## config.mk

```make
export PLATFORM = sky130hd
export DESIGN_NAME = rf_transmitter_config
export DESIGN_NICKNAME = d
export VERILOG_FILES = /design/src/logic/rf_transmitter_config.v
export VERILOG_INCLUDE_DIRS = /design/src /design/src/common
export SDC_FILE = /design/constraint.sdc
export NUM_CORES = 1
export LEC_CHECK = 0
export BUFFER_PORTS_ARGS = -buffer_cell sky130_fd_sc_hd__buf_4
export CELL_PAD_IN_SITES_DETAIL_PLACEMENT = 1
export CELL_PAD_IN_SITES_GLOBAL_PLACEMENT = 2
export CORE_AREA = 2 2 127 98
export CTS_BUF_LIST = sky130_fd_sc_hd__clkbuf_16
export DETAILED_ROUTE_END_ITERATION = 16
export DIE_AREA = 0 0 129 100
export GPL_TIMING_DRIVEN = 0
export PLACE_DENSITY = 0.78
export SYNTH_ARGS = -nofsm -noshare
export SYNTH_HDL_FRONTEND = slang
export SYNTH_SLANG_ARGS = --single-unit
```

## constraint.sdc

```tcl
create_clock -name pclk -period 2.2 [get_ports pclk]
set_clock_uncertainty 0.1 [all_clocks]
set_input_delay 0.11 -clock pclk [delete_from_list [all_inputs] [get_ports pclk]]
set_output_delay 0.11 -clock pclk [all_outputs]
set_load 0.03 [all_outputs]
```

## src/common/rf_tx_regs.vh

```
/*
  register offsets, field positions and reset values of the rf transmitter
  configuration block. assumes a 32-bit apb slave, one register per word.
*/
`ifndef RF_TX_REGS_VH
`define RF_TX_REGS_VH

// register indices (printed offsets), byte address is four times these
`define IDX_TX_DRIVER_MODE 8'h28
`define IDX_TX_AMPLITUDE 8'h29
`define IDX_TX_MODULATION_CONTROL 8'h2a
`define IDX_TX_OVERSHOOT_LOAD 8'h2b

// writable bit masks; all other positions are reserved and read zero
`define MASK_TX_DRIVER_MODE 8'hcf
`define MASK_TX_AMPLITUDE 8'hdf
`define MASK_TX_MODULATION_CONTROL 8'hff
`define MASK_TX_OVERSHOOT_LOAD 8'hff

// reset values
`define RST_TX_DRIVER_MODE 8'h00
`define RST_TX_AMPLITUDE 8'h00
`define RST_TX_MODULATION_CONTROL 8'h00
`define RST_TX_OVERSHOOT_LOAD 8'h00

// driver mode fields
`define BIT_SECOND_DRIVER_INVERT 7
`define BIT_FIRST_DRIVER_INVERT 6
`define BIT_DRIVER_PINS_ENABLE 3
`define STYLE_MSB 2
`define STYLE_LSB 0
`define STYLE_BAD_A 3'h3
`define STYLE_BAD_B 3'h6

// amplitude fields
`define REDUCTION_MSB 7
`define REDUCTION_LSB 6
`define RESIDUAL_MSB 4
`define RESIDUAL_LSB 0

// modulation control fields
`define EXTRA_MSB 7
`define EXTRA_LSB 4
`define BIT_FULL_CARRIER 3
`define BIT_MODULATION_INVERT 2
`define SOURCE_MSB 1
`define SOURCE_LSB 0
`define SOURCE_NONE 2'h0
`define SOURCE_ENVELOPE 2'h1
`define SOURCE_EXTERNAL 2'h2

// overshoot and load fields
`define FIRST_MSB 7
`define FIRST_LSB 4
`define TRIM_MSB 3
`define TRIM_LSB 0

// carrier level reduction in millivolts for codes 0..3
`define REDUCTION_MV_0 11'h064
`define REDUCTION_MV_1 11'h0fa
`define REDUCTION_MV_2 11'h1f4
`define REDUCTION_MV_3 11'h3e8

`endif

```

## src/logic/rf_transmitter_config.v

```verilog
/*
  rf transmitter configuration: apb register file for the two antenna
  drivers, modulation source selection and overshoot/load settings.
  assumes an apb master on pclk, the envelope signal from internal logic on
  pclk, and the external signal input and carrier clock arriving from pins.
*/
// The implementer's own choice: the APB register port.
`timescale 1ns/1ps
`include "rf_tx_regs.vh"

module rf_transmitter_config (
  input wire pclk,
  input wire presetn,
  input wire psel,
  input wire penable,
  input wire pwrite,
  input wire [11:0] paddr,
  input wire [31:0] pwdata,
  input wire [3:0] pstrb,
  output reg [31:0] prdata,
  output reg pready,
  output reg pslverr,
  input wire envelope_signal,
  input wire external_signal_input,
  input wire carrier_clock,
  output reg antenna_driver_one,
  output reg antenna_driver_two,
  output reg driver_pins_enable,
  output reg [2:0] driver_output_style,
  output reg style_unsupported,
  output reg [10:0] carrier_level_reduction,
  output reg full_carrier,
  output reg [4:0] residual_carrier,
  output reg [3:0] expected_load_trim,
  output reg overshoot_active
);

  reg [7:0] tx_driver_mode;
  reg [7:0] tx_amplitude;
  reg [7:0] tx_modulation_control;
  reg [7:0] tx_overshoot_load;

  // the four configuration bytes live here and nowhere else
  // every driver-side output below but overshoot_active is a registered copy or decode of these bytes, the antenna drivers together with the modulation,
  // so software sees a change on the pins one clock after its write lands
  // reserved positions are never stored, which keeps reads at zero
  // without a separate read mask
  // no reset value is documented for any of them; all start at zero,
  // which leaves both drivers off until software enables them

  // decode a byte address to a register select, one-hot over four
  function [3:0] reg_select;
    input [11:0] addr;
    begin
      reg_select = 4'h0;
      if (addr[1:0] == 2'h0) begin
        if (addr[11:2] == {2'h0, `IDX_TX_DRIVER_MODE}) reg_select = 4'h1;
        if (addr[11:2] == {2'h0, `IDX_TX_AMPLITUDE}) reg_select = 4'h2;
        if (addr[11:2] == {2'h0, `IDX_TX_MODULATION_CONTROL}) reg_select = 4'h4;
        if (addr[11:2] == {2'h0, `IDX_TX_OVERSHOOT_LOAD}) reg_select = 4'h8;
      end
    end
  endfunction

  wire setup_phase = psel & ~penable;
  wire [3:0] sel = reg_select(paddr);
  wire do_write = psel & penable & pready & pwrite & pstrb[0] & (sel != 4'h0);

  // apb handshake: one wait state, pready high in the second access cycle
  // cycle walk as seen by the master:
  //   setup: psel high, penable low
  //   first access cycle: psel and penable high, pready low
  //   second access cycle: pready high; write lands, read data stands
  //   next cycle: pready low again, ready for a new setup at once
  // the wait state lets read data come from a flop rather than from
  // the address decode, which keeps prdata a clean registered output
  // pslverr pulses with pready on an unmapped or misaligned word;
  // such a write is dropped and such a read returns zero
  always @(posedge pclk or negedge presetn) begin
    if (!presetn) begin
      pready <= 1'b0;
      pslverr <= 1'b0;
      prdata <= 32'h0000_0000;
    end else begin
      pready <= psel & penable & ~pready;
      pslverr <= psel & penable & ~pready & (sel == 4'h0);
      if (psel & penable & ~pready & ~pwrite) begin
        case (sel)
          4'h1: prdata <= {24'h000000, tx_driver_mode};
          4'h2: prdata <= {24'h000000, tx_amplitude};
          4'h4: prdata <= {24'h000000, tx_modulation_control};
          4'h8: prdata <= {24'h000000, tx_overshoot_load};
          default: prdata <= 32'h0000_0000;
        endcase
      end else if (setup_phase) begin
        prdata <= 32'h0000_0000;
      end
    end
  end

  // register writes; masks keep reserved bits at zero
  // only byte lane 0 carries a register, so pstrb[0] alone gates writes;
  // a write with lane 0 off completes on the bus but changes nothing
  // the write commits at the edge where pready is sampled high, the same
  // edge at which the master takes the answer
  always @(posedge pclk or negedge presetn) begin
    if (!presetn) begin
      tx_driver_mode <= `RST_TX_DRIVER_MODE;
      tx_amplitude <= `RST_TX_AMPLITUDE;
      tx_modulation_control <= `RST_TX_MODULATION_CONTROL;
      tx_overshoot_load <= `RST_TX_OVERSHOOT_LOAD;
    end else if (do_write) begin
      if (sel[0]) tx_driver_mode <= pwdata[7:0] & `MASK_TX_DRIVER_MODE;
      if (sel[1]) tx_amplitude <= pwdata[7:0] & `MASK_TX_AMPLITUDE;
      if (sel[2]) tx_modulation_control <= pwdata[7:0] & `MASK_TX_MODULATION_CONTROL;
      if (sel[3]) tx_overshoot_load <= pwdata[7:0] & `MASK_TX_OVERSHOOT_LOAD;
    end
  end

  // three-flop synchronisers for pin inputs; change accepted when stages 2 and 3 agree
  // the agreement test filters a single metastable resolution, at the
  // cost of three to four clocks of lag; the carrier must therefore run
  // well below pclk or rising edges will be merged and lost
  // bit 0 is the external modulation pin, bit 1 the carrier clock
  wire [1:0] pin_raw = {carrier_clock, external_signal_input};
  wire [1:0] pin_level;
  genvar g;
  generate
    for (g = 0; g < 2; g = g + 1) begin : pin_sync
      reg [2:0] stage;
      reg level;
      always @(posedge pclk or negedge presetn) begin
        if (!presetn) begin
          stage <= 3'h0;
          level <= 1'b0;
        end else begin
          stage <= {stage[1:0], pin_raw[g]};
          if (stage[1] == stage[2]) level <= stage[2];
        end
      end
      assign pin_level[g] = level;
    end
  endgenerate
  wire ext_level = pin_level[0];
  wire car_level = pin_level[1];

  // modulation source select and optional inversion
  // the envelope comes from logic on pclk and needs no synchroniser;
  // the external input is taken only after its synchroniser
  // the invert bit acts after the select, so with no source chosen
  // an inverted setting holds the modulation line high
  reg source_mod;
  always @* begin
    case (tx_modulation_control[`SOURCE_MSB:`SOURCE_LSB])
      `SOURCE_NONE: source_mod = 1'b0;
      `SOURCE_ENVELOPE: source_mod = envelope_signal;
      `SOURCE_EXTERNAL: source_mod = ext_level;
      default: source_mod = 1'b0; // reserved code behaves as none
    endcase
  end
  wire modulation = source_mod ^ tx_modulation_control[`BIT_MODULATION_INVERT];

  // overshoot prevention: on a modulation edge run first length, then extra
  // length, both counted in carrier clocks; each length latched as its own phase starts
  // a count of n lasts n + 1 carrier rises, since the phase ends on the
  // rise that finds the counter at zero
  // edges that arrive while a sequence runs are ignored: restarting
  // would stretch the protection without bound on a busy modulation line
  // overshoot_active marks the extra phase and trails it by one clock
  // changing either length field mid-sequence only affects the next phase
  // that loads it
  reg mod_prev;
  reg car_prev;
  reg [1:0] ov_state;
  reg [3:0] ov_count;
  localparam OV_IDLE = 2'h0;
  localparam OV_FIRST = 2'h1;
  localparam OV_EXTRA = 2'h2;
  wire car_rise = car_level & ~car_prev;
  always @(posedge pclk or negedge presetn) begin
    if (!presetn) begin
      mod_prev <= 1'b0;
      car_prev <= 1'b0;
      ov_state <= OV_IDLE;
      ov_count <= 4'h0;
      overshoot_active <= 1'b0;
    end else begin
      mod_prev <= modulation;
      car_prev <= car_level;
      case (ov_state)
        OV_IDLE: begin
          if (modulation != mod_prev) begin
            ov_state <= OV_FIRST;
            ov_count <= tx_overshoot_load[`FIRST_MSB:`FIRST_LSB];
          end
        end
        OV_FIRST: begin
          if (car_rise) begin
            if (ov_count == 4'h0) begin
              ov_state <= OV_EXTRA;
              ov_count <= tx_modulation_control[`EXTRA_MSB:`EXTRA_LSB];
            end else begin
              ov_count <= ov_count - 4'h1;
            end
          end
        end
        OV_EXTRA: begin
          if (car_rise) begin
            if (ov_count == 4'h0) ov_state <= OV_IDLE;
            else ov_count <= ov_count - 4'h1;
          end
        end
        default: ov_state <= OV_IDLE;
      endcase
      overshoot_active <= (ov_state == OV_EXTRA);
    end
  end

  // reduction lookup in millivolts, overridden by full carrier
  // the value is handed to the analog stage as a plain millivolt figure;
  // eleven bits hold the largest preset with no scaling
  // used once today, kept as a function so a second consumer of the
  // preset table cannot drift from this one
  function [10:0] reduction_mv;
    input [1:0] code;
    begin
      case (code)
        2'h0: reduction_mv = `REDUCTION_MV_0;
        2'h1: reduction_mv = `REDUCTION_MV_1;
        2'h2: reduction_mv = `REDUCTION_MV_2;
        default: reduction_mv = `REDUCTION_MV_3;
      endcase
    end
  endfunction

  // registered driver outputs; unsupported styles fall back to high impedance
  // style code so a bad write cannot short the antenna drivers
  // the register itself keeps the code as written, so software reads back
  // what it wrote and can see the fault through style_unsupported
  // with the enable bit low both drivers are held low whatever the
  // invert bits say, so a disabled stage never idles at a high level
  // each driver takes its own invert bit on top of the shared modulation
  wire [2:0] style_field = tx_driver_mode[`STYLE_MSB:`STYLE_LSB];
  wire style_bad = (style_field == `STYLE_BAD_A) | (style_field == `STYLE_BAD_B);
  wire enable = tx_driver_mode[`BIT_DRIVER_PINS_ENABLE];
  always @(posedge pclk or negedge presetn) begin
    if (!presetn) begin
      antenna_driver_one <= 1'b0;
      antenna_driver_two <= 1'b0;
      driver_pins_enable <= 1'b0;
      driver_output_style <= 3'h0;
      style_unsupported <= 1'b0;
      carrier_level_reduction <= 11'h000;
      full_carrier <= 1'b0;
      residual_carrier <= 5'h00;
      expected_load_trim <= 4'h0;
    end else begin
      driver_pins_enable <= enable;
      antenna_driver_one <= enable & (modulation ^ tx_driver_mode[`BIT_FIRST_DRIVER_INVERT]);
      antenna_driver_two <= enable & (modulation ^ tx_driver_mode[`BIT_SECOND_DRIVER_INVERT]);
      driver_output_style <= style_bad ? 3'h0 : style_field;
      style_unsupported <= style_bad;
      full_carrier <= tx_modulation_control[`BIT_FULL_CARRIER];
      carrier_level_reduction <= tx_modulation_control[`BIT_FULL_CARRIER] ? 11'h000 :
        reduction_mv(tx_amplitude[`REDUCTION_MSB:`REDUCTION_LSB]);
      residual_carrier <= tx_amplitude[`RESIDUAL_MSB:`RESIDUAL_LSB];
      expected_load_trim <= tx_overshoot_load[`TRIM_MSB:`TRIM_LSB];
    end
  end

  // limitations worth knowing:
  // the trim is passed on as written; the analog stage applies it to the
  // modulation index, this block does no arithmetic on it
  // the residual carrier level likewise goes out unscaled
  // the reserved source code behaves as no modulation, so a stray write
  // of it leaves an unmodulated carrier rather than an undefined one
  // outputs change only on pclk; nothing here runs on the carrier itself

endmodule // rf_transmitter_config

```

==> results_dict.tcl, run 1 <==
set metrics [dict create \
    tightest_slew_ps 1030 \
    intPower_uw 2370 \
    grt_pass1_wl_mm 14.1 \
    worstSetupPathType "flip-flop to flip-flop" \
    ctsRootBufferMaster "clkbuf_16" \
    initial_core_util_pct 31.6 \
    drt-vias-per-instance 4.41 \
    drc 0 \
    finalWorstSetupSlack_ps 139 \
    area_delta_synth_final_pct 33.4 \
    synth_edf_count 0 \
    syn_avg_cell_area_um2 12.7 \
    ys_async_sr_fraction_pct 100 \
    htree_levels 3 \
    grt_pass1_vias 2559 \
    ios 119 \
    p_switching_uw 773 \
    synth_top_flop_cell "dfrtp_1" \
    cts_made_buffers 9 \
    synthCells 295 \
    seq_power_share_pct 48.2 \
    r2r_start "pready$_DFF_PN0_" \
    drtIter0Drc 68 \
    layout.nets 480 \
    instances_no_fill 583 \
    mostFrequentLayoutCells "97 x buf_4, 80 x dfrtp_1, 26 x conb_1" \
    die_y_um 100 \
    maxSlewViolCount 0 \
    synthDistinctLibCells 52 \
    whs_ps 47.1 \
    post-route-period-util_pct 93.7 \
    placementRows 35 \
    dp_hpwl_mm 6.11 \
    dr.pass1.iters 4 \
    cp-start-kind "flip-flop" \
    fill_cells 1300 \
    antenna_found_initial 0 \
    power.total_uw 3140 \
    yosys_warnings 0 \
    utilization_pct 42.2 \
    synth.ff_latch_count 81 \
    final_common_cell "buf_4" \
    critPathMaxFanout 8 \
    grt_max_degree 82 \
    p_sw_share_pct 24.6 \
    num_vias 2571 \
    timing.fmax_ghz 0.485 \
    seq_area_frac_synth_pct 54.0 \
    preCtsSetupSlack_ps -156 \
    diodes 0 \
    status "complete, no violations" \
    gp_congestion 0.774 \
    startpoint "pready$_DFF_PN0_" \
    synth_top_area_share_pct 54.0 \
    wl_per_cell_um 14.7 \
    clk_pin_slew_ps 60 \
    synth_area_leader_cell "dfrtp_1" \
    cp_slowest_cell "or4_1" \
    period_minus_slack_ps 2060 \
    dp.cells 550 \
    detail-route-antenna-nets 0 \
    critPathTopFamily "simple AND/OR/NAND/NOR gates" \
    netlist_area_mm2 0.00376 \
    p_comb_share_pct 8.7 \
    grt_use_total_pct 14.4 \
    netlist_top_cells_area "dfrtp_1 54%, mux2_2 7.2%, buf_4 5.4%" \
    coreArea_mm2 0.0119 \
    seq_area_mm2 0.00203 \
    clk_latency_ps 340 \
    worstPathArrival_ps 2180 \
    crit_chain "nand3_1 > or2_0 > or4_1 > buf_6 > mux2_4" \
    tritoncts "built" \
    dieArea_mm2 0.0129 \
    slew_headroom_pct 31.5 \
    final-setup-viol-count 0 \
    leakagePower_uw 0.00249 \
    cp.required_ps 2320 \
    critPathMaxStageDelay_ps 480 \
    clock-sinks 81 \
    die_w_um 129 \
    hold_violations 0 \
    min_from "paddr[3]" \
    wl_mm 8.59 \
    path_buf_inv 1 \
    overflow 0 \
    powerDensity_mw_per_mm2 627 \
    hold_path_class "input port to flip-flop" \
    ir_drop_mv 0.346 \
    drive_above_1_share_pct 41.0 \
    port-buffer-count 64 \
    max-cap-violations 0 \
    clockBufferDepth 2 \
    power_frac_clock_pct 43.0 \
    end_kind "flip-flop" \
    multiInputGateArea_mm2 0.00155 \
]
[repair_timing]
item / in CTS / in global routing
endpoints found under the setup margin: 4 / 19
gates resized for setup: 2 / 7
pin swaps: 1 / 2
buffers inserted: 2 / 4
hold buffers: 13 / 0
hold endpoints to repair: 114 / 0
[metrics by stage]
step	area (um2)	setup TNS (ps)
after detailed placement	4540	-466
after global routing	5010	-0.572
final	5010	0
after global placement	4540	-377
after floorplan	3850	0
after CTS	4950	0
[final cells by class]
class                      instances  area share (%)
sequential                        81            40.5
multi-input combinational        188            31.0
timing repair buffer              83            13.1
buffer                            31            4.67
clock buffer                       9            4.49
tap                              166            4.14
inverter                          19            1.42
clock inverter                     6           0.749
[worst reg2reg max path, stage by stage (launching register included)]
cell and delay [ps]:
dfrtp_1 410, nand3_1 100, or2_0 370, or4_1 480, buf_6 180, mux2_4 310
[power groups by stage]
stage | registers (uW) | logic, uW | clock network (uW)
after global placement | 1540 | 250 | 0
after global routing | 1520 | 302 | 1460
final | 1520 | 274 | 1350
after detailed placement | 1540 | 253 | 0
after CTS | 1520 | 274 | 1410
after floorplan | 1540 | 154 | 0
[synth_stat cells, types with 4 or more instances]
library cell  number
inv_1             19
mux2_4             8
nor2_1            18
nor2b_1            4
dfrtp_1           81
ha_1              11
mux2_2            24
mux2i_1            4
nand3_1            4
nand2_1           12
nor3_1             7
mux4_2             6
buf_4             27
o21ai_0           11
[logic make-up after synthesis]
logic type,count (synthesis),share of synthesized area (%)
xor+xnor,1,0.233
simple gates,77,13.0
fa+ha+maj,13,4.20
flops,81,54.0
buf+inv,51,8.23
compound gates,29,5.26
mux,42,15.1
other cells,1,0.0998
[routing by layer]
metal | up-vias | track usage (%) | routed length (um)
li1 | 1213 | - | -
met4 | 0 | 4.52 | 84
met3 | 5 | 4.90 | 487
met2 | 62 | 21.2 | 3830
met1 | 1291 | 20.0 | 4190
met5 | - | 0 | 0
[path summary, 6_finish.rpt]
path                       slack [ps]  cells past startpoint                                   end
setup / recovery                  140                      5      tx_overshoot_load[2]$_DFFE_PN0P_
max in group asynchronous         890                      2  tx_modulation_control[0]$_DFFE_PN0P_
hold / removal                     50                      3                 prdata[5]$_DFFE_PN0P_
hold reg to reg                   250                      0        pin_sync[1].stage[1]$_DFF_PN0_
setup reg to reg                  140                      5      tx_overshoot_load[2]$_DFFE_PN0P_
min in group asynchronous         400                      2                      pready$_DFF_PN0_
[state kept, by name (all words and copies together) (netlist names), 2 cells and up]
signal                   flops
ov_state                     2
tx_amplitude                 7
tx_modulation_control        8
expected_load_trim           4
tx_overshoot_load            8
prdata                       8
residual_carrier             5
driver_output_style          3
pin_sync.stage               6
ov_count                     4
tx_driver_mode               6
carrier_level_reduction      8
Power figures use the tool's default switching activity.
==> run 2: changes to the inputs <==
--- a/config.mk
+++ b/config.mk
@@ -9,10 +9,10 @@
 export BUFFER_PORTS_ARGS = -buffer_cell sky130_fd_sc_hd__buf_4
 export CELL_PAD_IN_SITES_DETAIL_PLACEMENT = 1
 export CELL_PAD_IN_SITES_GLOBAL_PLACEMENT = 2
-export CORE_AREA = 2 2 127 98
+export CORE_AREA = 4 4 129 100
 export CTS_BUF_LIST = sky130_fd_sc_hd__clkbuf_16
 export DETAILED_ROUTE_END_ITERATION = 16
-export DIE_AREA = 0 0 129 100
+export DIE_AREA = 0 0 133 104
 export GPL_TIMING_DRIVEN = 0
 export PLACE_DENSITY = 0.78
 export SYNTH_ARGS = -nofsm -noshare
==> constraint.sdc (replaced) <==
create_clock -name pclk -period 2.2 [get_ports pclk]
set_clock_uncertainty 0.1 [all_clocks]
set_input_delay 0.11 -clock pclk [delete_from_list [all_inputs] [get_ports pclk]]
set_output_delay 0.11 -clock pclk [all_outputs]
set_load 0.01 [all_outputs]
==> run 2 against run 1 <==
Net effect:
- routed wire length up 0.85%
- sequential share of layout area down 0.33 points
- global-route usage down 1.4 points
- worst hold slack better by 4.5 ps
- core utilization up 1.6 points
- via count up 0.54%
- critical path depth up 2
- total power up 11%
- critical endpoint is now ov_count[1]$_DFFE_PN0P_
==> results_dict.tcl, run 2 (same netlist as run 1, synthesis figures left out) <==
set metrics [dict create \
    ctsRootBufferMaster "clkbuf_16" \
    reg2reg_depth 7 \
    dr.pass1.iters 4 \
    cp.required_ps 2320 \
    max-cap-violations 0 \
    leakagePower_uw 0.00250 \
    final-setup-viol-count 0 \
    grt_use_total_pct 13.0 \
    utilization_pct 43.8 \
    coreArea_mm2 0.0115 \
    maxSlewViolCount 0 \
    cts_made_buffers 9 \
    fill_cells 1238 \
    port-buffer-count 64 \
    area_delta_synth_final_pct 34.4 \
    diodes 0 \
    post-route-period-util_pct 94.3 \
    gp_congestion 0.734 \
    clk_latency_ps 340 \
    tightest_slew_ps 1000 \
    end_kind "flip-flop" \
    multiInputGateArea_mm2 0.00153 \
    worstSetupPathType "flip-flop to flip-flop" \
    ir_drop_mv 0.383 \
    timing.fmax_ghz 0.482 \
    drive_above_1_share_pct 40.0 \
    num_vias 2585 \
    wl_mm 8.66 \
    overflow 0 \
    drtIter0Drc 108 \
    min_delay_path_depth 3 \
    grt_pass1_wl_mm 14.5 \
    grt_pass1_vias 2750 \
    clock-sinks 81 \
    drt-vias-per-instance 4.48 \
    critPathMaxFanout 9 \
    hold_path_class "input port to flip-flop" \
    hold_violations 0 \
    htree_levels 3 \
    clk_pin_slew_ps 60 \
    clockBufferDepth 2 \
    die_w_um 133 \
    dp_hpwl_mm 6.23 \
    ios 119 \
    power.total_uw 3490 \
    antenna_found_initial 0 \
    seq_area_mm2 0.00203 \
    detail-route-antenna-nets 0 \
    layout.nets 477 \
    powerDensity_mw_per_mm2 692 \
    dieArea_mm2 0.0138 \
    die_y_um 104 \
    cp-start-kind "flip-flop" \
    mostFrequentLayoutCells "94 x buf_4, 81 x dfrtp_1, 26 x conb_1" \
    final_common_cell "buf_4" \
    placementRows 34 \
    worstPathArrival_ps 2190 \
    whs_ps 51.5 \
    status "complete, no violations" \
    grt_max_degree 82 \
    drc 0 \
    slew_headroom_pct 33.3 \
    period_minus_slack_ps 2080 \
    initial_core_util_pct 32.6 \
    wl_per_cell_um 15.0 \
    tritoncts "built" \
]
run 2: changes by cell type in the layout (fill, tap and decap cells not counted), sizes merged:
cell    change
clkinv      -3
inv         +1
buf         -3
bufinv      +3
run 2: critical path, cell delays in order, from the launching register on:
cell and delay (ps):
dfrtp_1 370, inv_1 70, ha_2 250, or2_2 350
a221oi_1 250, nand4_1 130, buf_4 170, mux2_2 260
run 2: worst paths after layout:
| path | from | endpoint | slack [ps] |
|---|---|---|---|
| max | ov_state[0]$_DFFE_PN0P_ | ov_count[1]$_DFFE_PN0P_ | 120 |
| min | paddr[3] | prdata[5]$_DFFE_PN0P_ | 50 |
| max reg2reg | ov_state[0]$_DFFE_PN0P_ | ov_count[1]$_DFFE_PN0P_ | 120 |
| min reg2reg | pin_sync[1].stage[0]$_DFF_PN0_ | pin_sync[1].stage[1]$_DFF_PN0_ | 250 |
| max in group asynchronous | presetn | tx_amplitude[7]$_DFFE_PN0P_ | 950 |
| min in group asynchronous | presetn | driver_output_style[0]$_DFF_PN0_ | 380 |
run 2: per-stage QoR:
stage / worst slack, ps / cells / area (um2) / setup TNS [ps]
floorplan: 163 / 320 / 3850 / 0
global placement: -136 / 546 / 4530 / -406
detailed placement: -147 / 546 / 4530 / -435
CTS: 25.1 / 575 / 5020 / 0
finish: 125 / 577 / 5050 / 0
global route: -35.6 / 577 / 5050 / -89.9
run 2: repair_timing:
item / CTS / global route
pin swaps: 1 / 1
gates cloned: 0 / 0
gates resized for setup: 2 / 3
hold buffers: 13 / 0
buffers inserted: 1 / 2
endpoints found under the hold margin: 114 / 0
setup endpoints to repair: 3 / 5
run 2: metal layers:
metal	up-vias	routed length [um]	track usage [%]
li1	1209	-	-
met4	0	50	3.34
met5	-	0	0
met1	1305	4290	17.9
met3	7	510	4.40
met2	64	3820	19.8
run 2: area by class of cell:
type	instances	area share, %
Sequential cell	81	40.1
Multi-Input combinational cell	188	30.3
Timing Repair Buffer	80	12.5
Buffer	31	4.63
Clock buffer	9	4.46
Tap cell	162	4.01
Clock inverter	7	2.48
Inverter	19	1.41
run 2: where the power goes:
group | total [uW] | switching [uW] | internal (uW)
clock network | 1750 | 625 | 1120
logic | 232 | 120 | 112
registers | 1520 | 10.6 | 1510
total | 3490 | 756 | 2740
